==> config.mk <==
export PLATFORM = sky130hd
export DESIGN_NAME = acr_top
export DESIGN_NICKNAME = d
export VERILOG_FILES = /design/src/inc/acr_pkg.sv /design/src/acr_top.sv
export VERILOG_INCLUDE_DIRS = /design/src /design/src/inc
export SDC_FILE = /design/constraint.sdc
export NUM_CORES = 1
export LEC_CHECK = 0
export BUFFER_PORTS_ARGS = -buffer_cell sky130_fd_sc_hd__buf_4
export CAP_MARGIN = 30
export CELL_PAD_IN_SITES_DETAIL_PLACEMENT = 2
export CELL_PAD_IN_SITES_GLOBAL_PLACEMENT = 2
export CORE_ASPECT_RATIO = 2
export CORE_UTILIZATION = 41
export CTS_CLUSTER_DIAMETER = 200
export CTS_CLUSTER_SIZE = 25
export DETAILED_ROUTE_END_ITERATION = 10
export HOLD_SLACK_MARGIN = 0.12
export PLACE_DENSITY = 0.94
export SYNTH_ARGS = -nofsm -noshare
export SYNTH_HDL_FRONTEND = slang
export SYNTH_SLANG_ARGS = --single-unit
==> constraint.sdc <==
create_clock -name clk -period 8.7 [get_ports clk]
set_input_delay 1.305 -clock clk [delete_from_list [all_inputs] [get_ports clk]]
set_output_delay 1.305 -clock clk [all_outputs]
set_load 0.02 [all_outputs]
==> src/inc/acr_defs.svh <==
// register offsets, field positions, reset values and codes of the block
`ifndef ACR_DEFS_SVH
`define ACR_DEFS_SVH
`define ACR_ADDR_W        8
`define ACR_OFF_CLK       8'h7c
`define ACR_OFF_SEL       8'h80
`define ACR_OFF_REF       8'h84
`define ACR_OFF_CORE      8'h88
`define ACR_RST_CLK       32'h00000101
`define ACR_RST_SEL       32'h00000000
`define ACR_RST_REF       32'h00000000
`define ACR_RST_CORE      32'h00010106
`define ACR_WMASK_CLK     32'h0000ffff
`define ACR_WMASK_SEL     32'h00ffffff
`define ACR_WMASK_REF     32'h3fffffff
`define ACR_WMASK_CORE    32'h0001ff8f
`define ACR_F_CLK_HIGH    15:8
`define ACR_F_CLK_LOW     7:0
`define ACR_F_REF_STAT    31:30
`define ACR_F_REF_LOW     29:0
`define ACR_B_PAD_DRIVE   29
`define ACR_F_SW_DLY      28:16
`define ACR_F_CHG_DLY     15:0
`define ACR_F_WARM_DLY    16:7
`define ACR_B_SHIFT       3
`define ACR_F_RES         2:1
`define ACR_B_DIFF        0
`define ACR_F_RAW_TOP10   11:2
`define ACR_RES_10        2'h2
`define ACR_RES_12        2'h3
`define ACR_SRC_PAD       2'h0
`define ACR_SRC_GPIO      2'h1
`define ACR_RESP_OK       2'h0
`define ACR_RESP_ERR      2'h2
`endif

==> src/inc/acr_pkg.sv <==
// types shared by the converter clock and reference configuration block
package acr_pkg;
  typedef enum logic [4:0] {
    ST_OFF    = 5'h01,
    ST_CHARGE = 5'h02,
    ST_WARM   = 5'h04,
    ST_READY  = 5'h08,
    ST_SWITCH = 5'h10
  } acr_st_e;

  typedef struct packed {
    logic [1:0] resolution_select;
    logic       differential_input_mode;
  } acr_core_cfg_s;

  typedef struct packed {
    logic [31:0] r_clk;
    logic [31:0] r_sel;
    logic [31:0] r_ref;
    logic [31:0] r_core;
    logic [7:0]  div_cnt;
    logic        adc_clk;
    acr_st_e     st;
    logic [15:0] cnt;
    logic [1:0]  ref_stat;
    logic        pad_low_ded;
    logic        pad_low_gpio;
    logic        conv_ready;
    logic [31:0] result;
    logic        result_vld;
    logic        aw_have;
    logic [7:0]  aw_addr;
    logic        w_have;
    logic [31:0] w_data;
    logic [3:0]  w_strb;
    logic        awready;
    logic        wready;
    logic        bvalid;
    logic [1:0]  bresp;
    logic        arready;
    logic        rvalid;
    logic [31:0] rdata;
    logic [1:0]  rresp;
  } acr_state_s;
endpackage

==> src/acr_top.sv <==
// converter clock, reference select and core configuration registers
`timescale 1ns/1ps
`include "acr_defs.svh"

// How it works
// - high count bits 15:8, zero not valid
// - low count bits 7:0, resets to one
// - two-bit reference select per channel, twelve
// - status bits 31:30 show reference in effect
// - pad bit drives unused reference pad low
// - thirteen-bit switch delay, resets to zero
// - sixteen-bit charge delay, resets to zero
// - warm-up in converter clocks, reset 202h
// - right-justify bit shifts result by resolution
// - resolution code 10b ten, 11b twelve bits
// - input mode bit: single-ended or differential
// - result upper bits above resolution read zero
module acr_top #(
  parameter int NUM_CH = 12
) (
  input  wire logic                  clk,
  input  wire logic                  rstn,
  input  wire logic [7:0]            s_axi_awaddr,
  input  wire logic                  s_axi_awvalid,
  output      logic                  s_axi_awready,
  input  wire logic [31:0]           s_axi_wdata,
  input  wire logic [3:0]            s_axi_wstrb,
  input  wire logic                  s_axi_wvalid,
  output      logic                  s_axi_wready,
  output      logic [1:0]            s_axi_bresp,
  output      logic                  s_axi_bvalid,
  input  wire logic                  s_axi_bready,
  input  wire logic [7:0]            s_axi_araddr,
  input  wire logic                  s_axi_arvalid,
  output      logic                  s_axi_arready,
  output      logic [31:0]           s_axi_rdata,
  output      logic [1:0]            s_axi_rresp,
  output      logic                  s_axi_rvalid,
  input  wire logic                  s_axi_rready,
  input  wire logic                  conv_enable,
  input  wire logic [3:0]            conv_channel,
  input  wire logic [11:0]           raw_data,
  input  wire logic                  raw_valid,
  output      logic                  adc_clk,
  output      logic                  conv_ready,
  output      logic [1:0]            ref_source,
  output      logic                  pad_low_dedicated,
  output      logic                  pad_low_gpio,
  output      acr_pkg::acr_core_cfg_s core_cfg,
  output      logic [31:0]           result,
  output      logic                  result_valid
);

  localparam acr_pkg::acr_state_s RST = '{
    r_clk:   `ACR_RST_CLK,
    r_sel:   `ACR_RST_SEL,
    r_ref:   `ACR_RST_REF,
    r_core:  `ACR_RST_CORE,
    st:      acr_pkg::ST_OFF,
    default: '0
  };

  acr_pkg::acr_state_s s_q;
  acr_pkg::acr_state_s s_d;

  logic [7:0]  hi_len;
  logic [7:0]  lo_len;
  logic [7:0]  phase_len;
  logic        phase_end;
  logic        adc_rise;
  logic [1:0]  sel_act;
  logic        wr_en;
  logic [7:0]  rd_addr;
  logic [7:0]  wr_addr;
  logic [31:0] rd_word;
  logic        rd_hit;

  function automatic logic [31:0] merge(input logic [31:0] old,
                                        input logic [31:0] data,
                                        input logic [3:0]  strb,
                                        input logic [31:0] mask);
    logic [31:0] v;
    v = old;
    for (int i = 0; i < 4; i++) begin
      if (strb[i]) begin
        v[i*8 +: 8] = data[i*8 +: 8];
      end
    end
    return (v & mask) | (old & ~mask);
  endfunction

  assign rd_addr = {s_axi_araddr[7:2], 2'b00};
  assign wr_addr = {s_q.aw_addr[7:2], 2'b00};

  // zero is not a valid count, run it as one
  assign hi_len = (s_q.r_clk[`ACR_F_CLK_HIGH] == 8'h00) ? 8'h01
                : s_q.r_clk[`ACR_F_CLK_HIGH];
  // same guard on the low count
  assign lo_len = (s_q.r_clk[`ACR_F_CLK_LOW] == 8'h00) ? 8'h01
                : s_q.r_clk[`ACR_F_CLK_LOW];
  assign phase_len = s_q.adc_clk ? hi_len : lo_len;
  assign phase_end = ({1'b0, s_q.div_cnt} + 9'h001) >= {1'b0, phase_len};
  assign adc_rise  = !s_q.adc_clk && phase_end;

  // channels beyond the table fall back to the pad
  always_comb begin
    sel_act = `ACR_SRC_PAD;
    if (int'(conv_channel) < NUM_CH) begin
      sel_act = s_q.r_sel[{conv_channel, 1'b0} +: 2];
    end
  end

  // status field reads the source in effect now
  always_comb begin
    rd_hit  = 1'b1;
    rd_word = 32'h00000000;
    case (rd_addr)
      `ACR_OFF_CLK:  rd_word = s_q.r_clk;
      `ACR_OFF_SEL:  rd_word = s_q.r_sel;
      `ACR_OFF_REF:  rd_word = {s_q.ref_stat, s_q.r_ref[`ACR_F_REF_LOW]};
      `ACR_OFF_CORE: rd_word = s_q.r_core;
      default:       rd_hit  = 1'b0;
    endcase
  end

  always_comb begin
    s_d   = s_q;
    wr_en = s_q.aw_have && s_q.w_have && !s_q.bvalid;

    // write channels are taken independently, in either order
    if (s_q.awready && s_axi_awvalid) begin
      s_d.aw_have = 1'b1;
      s_d.aw_addr = s_axi_awaddr;
    end
    if (s_q.wready && s_axi_wvalid) begin
      s_d.w_have = 1'b1;
      s_d.w_data = s_axi_wdata;
      s_d.w_strb = s_axi_wstrb;
    end
    if (s_q.bvalid && s_axi_bready) begin
      s_d.bvalid = 1'b0;
    end
    if (wr_en) begin
      s_d.aw_have = 1'b0;
      s_d.w_have  = 1'b0;
      s_d.bvalid  = 1'b1;
      s_d.bresp   = `ACR_RESP_OK;
      case (wr_addr)
        `ACR_OFF_CLK:  s_d.r_clk  = merge(s_q.r_clk, s_q.w_data,
                                          s_q.w_strb, `ACR_WMASK_CLK);
        `ACR_OFF_SEL:  s_d.r_sel  = merge(s_q.r_sel, s_q.w_data,
                                          s_q.w_strb, `ACR_WMASK_SEL);
        // status bits are read-only, the mask keeps them out
        `ACR_OFF_REF:  s_d.r_ref  = merge(s_q.r_ref, s_q.w_data,
                                          s_q.w_strb, `ACR_WMASK_REF);
        `ACR_OFF_CORE: s_d.r_core = merge(s_q.r_core, s_q.w_data,
                                          s_q.w_strb, `ACR_WMASK_CORE);
        default:       s_d.bresp  = `ACR_RESP_ERR;
      endcase
    end
    s_d.awready = !s_d.aw_have;
    s_d.wready  = !s_d.w_have;

    if (s_q.rvalid && s_axi_rready) begin
      s_d.rvalid = 1'b0;
    end
    if (s_q.arready && s_axi_arvalid) begin
      s_d.rvalid = 1'b1;
      s_d.rdata  = rd_word;
      s_d.rresp  = rd_hit ? `ACR_RESP_OK : `ACR_RESP_ERR;
    end
    s_d.arready = !s_d.rvalid;

    // free-running divider from the system clock
    if (phase_end) begin
      s_d.div_cnt = 8'h00;
      s_d.adc_clk = !s_q.adc_clk;
    end else begin
      s_d.div_cnt = s_q.div_cnt + 8'h01;
    end

    case (s_q.st)
      acr_pkg::ST_OFF: begin
        if (conv_enable) begin
          s_d.st       = acr_pkg::ST_CHARGE;
          s_d.cnt      = s_q.r_ref[`ACR_F_CHG_DLY];
          s_d.ref_stat = sel_act;
        end
      end
      // charge delay counted in system clocks
      acr_pkg::ST_CHARGE: begin
        if (s_q.cnt == 16'h0000) begin
          s_d.st  = acr_pkg::ST_WARM;
          s_d.cnt = {6'h00, s_q.r_core[`ACR_F_WARM_DLY]};
        end else begin
          s_d.cnt = s_q.cnt - 16'h0001;
        end
      end
      // warm-up counted in converter clock rising edges
      acr_pkg::ST_WARM: begin
        if (s_q.cnt == 16'h0000) begin
          s_d.st = acr_pkg::ST_READY;
        end else if (adc_rise) begin
          s_d.cnt = s_q.cnt - 16'h0001;
        end
      end
      acr_pkg::ST_READY: begin
        if (sel_act != s_q.ref_stat) begin
          s_d.st  = acr_pkg::ST_SWITCH;
          s_d.cnt = {3'h0, s_q.r_ref[`ACR_F_SW_DLY]};
        end
      end
      // switch delay before the new source takes effect
      acr_pkg::ST_SWITCH: begin
        if (s_q.cnt == 16'h0000) begin
          s_d.st       = acr_pkg::ST_READY;
          s_d.ref_stat = sel_act;
        end else begin
          s_d.cnt = s_q.cnt - 16'h0001;
        end
      end
      default: s_d.st = acr_pkg::ST_OFF;
    endcase
    if (!conv_enable) begin
      s_d.st = acr_pkg::ST_OFF;
    end
    // conversion waits out charge, warm-up and any switch
    s_d.conv_ready = (s_d.st == acr_pkg::ST_READY);

    // only the pad not in use is pulled low
    s_d.pad_low_ded  = s_q.r_ref[`ACR_B_PAD_DRIVE]
                     && (s_d.ref_stat == `ACR_SRC_GPIO);
    s_d.pad_low_gpio = s_q.r_ref[`ACR_B_PAD_DRIVE]
                     && (s_d.ref_stat != `ACR_SRC_GPIO);

    // justify by resolution; reserved codes run as twelve
    s_d.result_vld = raw_valid;
    if (raw_valid) begin
      // ten-bit code keeps the top ten raw bits
      if (s_q.r_core[`ACR_F_RES] == `ACR_RES_10) begin
        // bits above the resolution stay zero
        s_d.result = s_q.r_core[`ACR_B_SHIFT]
                   ? {22'h000000, raw_data[`ACR_F_RAW_TOP10]}
                   : {20'h00000, raw_data[`ACR_F_RAW_TOP10], 2'b00};
      end else begin
        s_d.result = {20'h00000, raw_data};
      end
    end
  end

  // every field returns to its default on reset
  always_ff @(posedge clk or negedge rstn) begin
    if (!rstn) begin
      s_q <= RST;
    end else begin
      s_q <= s_d;
    end
  end

  assign s_axi_awready     = s_q.awready;
  assign s_axi_wready      = s_q.wready;
  assign s_axi_bresp       = s_q.bresp;
  assign s_axi_bvalid      = s_q.bvalid;
  assign s_axi_arready     = s_q.arready;
  assign s_axi_rdata       = s_q.rdata;
  assign s_axi_rresp       = s_q.rresp;
  assign s_axi_rvalid      = s_q.rvalid;
  assign adc_clk           = s_q.adc_clk;
  assign conv_ready        = s_q.conv_ready;
  assign ref_source        = s_q.ref_stat;
  assign pad_low_dedicated = s_q.pad_low_ded;
  assign pad_low_gpio      = s_q.pad_low_gpio;
  // mode and resolution reach the core straight from flops
  assign core_cfg.resolution_select       = s_q.r_core[`ACR_F_RES];
  assign core_cfg.differential_input_mode = s_q.r_core[`ACR_B_DIFF];
  assign result            = s_q.result;
  assign result_valid      = s_q.result_vld;
endmodule

==> impl_summary.txt <==
----------------------------------------------------
[Clock network]
  Clock-pin slew of the registers on the worst-case setup and hold paths ... 0.11 ns
  Total of cells resized after clock tree synthesis ... 0
  TritonCTS Buffers ... 12
  Root buffer selected by CTS ... sky130_fd_sc_hd__clkbuf_16
  Clock tree buffer depth ... 3
  Cts-stage hold buffer count ... 0
  Clock latency on the worst-skew pair ... 0.51 ns
  H-tree depth ... 1
  Post-CTS setup-driven buffer insertion count ... 0
  Total clock sinks ... 213
  CTS tree ... yes

[STA]
  Relative slew slack ... 0.299
  Fin worst setup slack ... 3.99 ns
  Summed negative setup slack over all endpoints ... 0 ns
  Clock skew after layout ... 0.0320 ns
  Worst-Margin Slew ... 1.05 ns
  Hold Violations, Final ... 0
  Unrepaired setup endpoints after global routing ... false
  Part of the cycle the worst path needs ... 0.542
  Fmax ... 212 MHz
  Final setup violation count ... 0
  Shortest period the worst path allows ... 4.71 ns
  Hold slack final ... 0.489 ns
  Slew Viols, Final ... 0

[Logic synthesis]
  #FFs+latches synth ... 213
  Synth Area in XOR/XNOR ... 0.0134
  Fraction of synthesized cell area taken by the top area cell type ... 0.497
  Compound-cell area share of the yosys netlist ... 0.119
  Share of synthesized flip-flops with an asynchronous set or reset ... 1.00
  Sequential cell area fraction in the yosys report ... 0.515
  Adder-Cell Fraction of Synth Area ... 0.0121
  Main combinational cell family by area after synthesis ... multiplexers
  Count of different cell masters after synthesis ... 65
  Mux share of post-synthesis cell area ... 0.176
  Cell types with the largest area share after synthesis ... sky130_fd_sc_hd__dfrtp_1 50%, sky130_fd_sc_hd__mux2_2 13%, sky130_fd_sc_hd__buf_4 5.4%
  Leading register cell type out of synthesis ... sky130_fd_sc_hd__dfrtp_1
  Warning count from the yosys run ... 0
  Cell type contributing the most total cell area after synthesis ... sky130_fd_sc_hd__dfrtp_1
  Mean area per synthesized cell ... 11.6 um2
  Area of the mapped netlist ... 0.0104 mm2
  Number of enable flip-flop cells after synthesis ... 0
  Count of mapped cells out of synthesis ... 897
  Fraction of the mapped netlist area in simple logic gates ... 0.0880

[Power]
  Internal power of the cells ... 2.02 mW
  Maximum vdd ir drop ... 0.230 mV
  Reg power frac ... 0.498
  Net switching component of the power ... 1.31 mW
  Leakage Power ... 5.51 nW
  Tot Pwr ... 3.34 mW
  Share of total power in combinational logic ... 0.314
  Power density cells ... 288 mW/mm2
  Clk network pwr share ... 0.188
  Fraction of power spent switching nets ... 0.393

[Global routing]
  Global-route wire length before repair ... 54700 um
  Gr usage total ... 0.288
  Number of antenna violations at the first check in global routing ... 0
  Overflow after GRT ... 0
  Number of global-route vias before repair ... 8651
  Largest net degree at the start of global routing ... 98

[Final layout]
  Layout Area Growth over Synthesis ... 11.9%
  Net count reported at finish ... 1052
  Most frequent standard cell in the layout excluding fill and tap cells ... sky130_fd_sc_hd__dfrtp_1
  Highest-count cells in the layout ignoring fill and taps ... 206 x sky130_fd_sc_hd__dfrtp_1, 143 x sky130_fd_sc_hd__buf_4, 121 x sky130_fd_sc_hd__mux2_2
  Antenna cells ... 0
  Post-route cell area ... 0.0116 mm2
  Fraction of final layout cells sized beyond drive strength 1 ... 0.310

[Critical path]
  Kind of capture point of the worst setup path ... flop
  Critical path data arrival time ... 5.10 ns
  Reg2reg setup slack ... 3.99 ns
  Reg2Reg Depth ... 11
  Crit-path max FO ... 16
  Startpoint of the most critical register-to-register path ... s_q[256]$_DFFE_PN0P_
  Worst setup path category ... flop to flop
  Startpoint Class ... flop
  Worst r2r dst ... s_q[129]$_DFFE_PN0P_
  Required time at the endpoint of the critical path ... 9.09 ns

[Routing]
  DRT antenna net count ... 0
  Vias per cell ... 5.89
  Via count ... 7696
  First-iteration detailed-routing DRC count ... 501
  Per-cell routed wire length ... 27.6 um
  # DRC ... 0
  Total wire length ... 36000 um
  Initial DRT Pass Iterations ... 8

[Placement]
  Routability congestion estimate from global placement ... 0.898
  Post-DP HPWL ... 26000 um
  Placed cell areas ... 0.0112 mm2
  Pre-CTS setup slack ... 4.09 ns
  Port Buf Inserts ... 131

[Outcome]
  Status ... complete, no violations

[Job]
  Max-Cap Viols ... 0

[Floorplan]
  IO Pins ... 160
  Core area ... 0.0249 mm2
  Die Outline Area ... 0.0260 mm2
  Die Span Y ... 227 um
  Row count ... 82
  Initial core utilization ... 0.416
  Die Width ... 114 um

[Hold path]
  Hold-critical path depth ... 1
  Hold EP ... s_axi_rdata[7]$_DFFE_PN0P_
  Source of the worst hold timing path ... s_axi_rdata[7]$_DFFE_PN0P_
  Worst min-delay path category ... flop to flop

----------------------------------------------------
[worst max-delay path by stage]
stage	start	end	depth (start not counted)
after floorplan	conv_channel[3]	s_q[128]$_DFFE_PN0P_	8
after global placement	conv_channel[3]	s_q[134]$_DFFE_PN0P_	9
after detailed placement	conv_channel[3]	s_q[128]$_DFFE_PN0P_	9
after CTS	s_q[256]$_DFFE_PN0P_	s_q[129]$_DFFE_PN0P_	11
after global routing	s_q[256]$_DFFE_PN0P_	s_q[129]$_DFFE_PN0P_	11
final	s_q[256]$_DFFE_PN0P_	s_q[129]$_DFFE_PN0P_	11
[layout make-up]
cell class	instances	area, um2
inverter	19	71.3
clock inverter	1	16.3
fill	2475	13300
tap	336	420
timing repair buffer	144	1090
clock buffer	18	344
sequential	213	5340
multi-input combinational	575	4320
[synthesized netlist by cell type, types with 13 or more instances]
library cell / number
sky130_fd_sc_hd__a21o_1: 15
sky130_fd_sc_hd__a21oi_1: 39
sky130_fd_sc_hd__a222oi_1: 19
sky130_fd_sc_hd__buf_4: 74
sky130_fd_sc_hd__clkbuf_1: 30
sky130_fd_sc_hd__dfrtp_1: 206
sky130_fd_sc_hd__inv_1: 19
sky130_fd_sc_hd__mux2_2: 121
sky130_fd_sc_hd__mux2i_1: 28
sky130_fd_sc_hd__nand2_1: 71
sky130_fd_sc_hd__nor2_1: 41
sky130_fd_sc_hd__nor3_1: 14
sky130_fd_sc_hd__o21ai_0: 31
sky130_fd_sc_hd__o21ai_1: 13
[per-layer routing]
metal | track usage | vias to the layer above | share of wire
met2 | 0.529 | 273 | 0.55
met1 | 0.291 | 4010 | 0.33
li1 | - | 3285 | -
met4 | 0.215 | 0 | 0.080
met5 | 0 | - | 0
met3 | 0.0366 | 128 | 0.037
[registers in the layout, indices dropped and copies added (netlist names), 2 cells and up]
signal	flops
core_cfg	3
ref_source	2
result	12
s_axi_rdata	32
s_q	152
[worst max-delay path, stage by stage (launching register included)]
cell and delay, ns:
sky130_fd_sc_hd__dfrtp_1 0.48, sky130_fd_sc_hd__nor4_1 0.42, sky130_fd_sc_hd__a211oi_1 0.16, sky130_fd_sc_hd__a21oi_1 0.26, sky130_fd_sc_hd__ha_1 0.28, sky130_fd_sc_hd__nand2b_1 0.15
sky130_fd_sc_hd__a2111oi_0 0.55, sky130_fd_sc_hd__or4_1 0.22, sky130_fd_sc_hd__a41oi_1 0.13, sky130_fd_sc_hd__o211ai_1 0.87, sky130_fd_sc_hd__or2_1 0.72, sky130_fd_sc_hd__mux2_4 0.36
[logic make-up after synthesis]
family	Yosys count
buf+inv	130
mux	160
xor+xnor	15
fa+ha+maj	10
other cells	1
flops	213
compound gates	180
simple gates	188
[power groups by stage]
stage               Combinational, mW  Sequential, mW  Clock, mW
global route                     1.13            1.68      0.667
detailed placement               1.02            1.66          0
global placement                0.932            1.61          0
floorplan                       0.787            1.46          0
CTS                              1.05            1.65      0.641
finish                           1.05            1.66      0.627
[metrics by stage]
step           utilization  cells
2_1_floorplan            -    918
3_3_place_gp         0.451   1286
3_5_place_dp         0.451   1286
4_1_cts              0.465   1305
5_1_grt              0.465   1306
6_report             0.465   1306
Power figures use the tool's default switching activity.
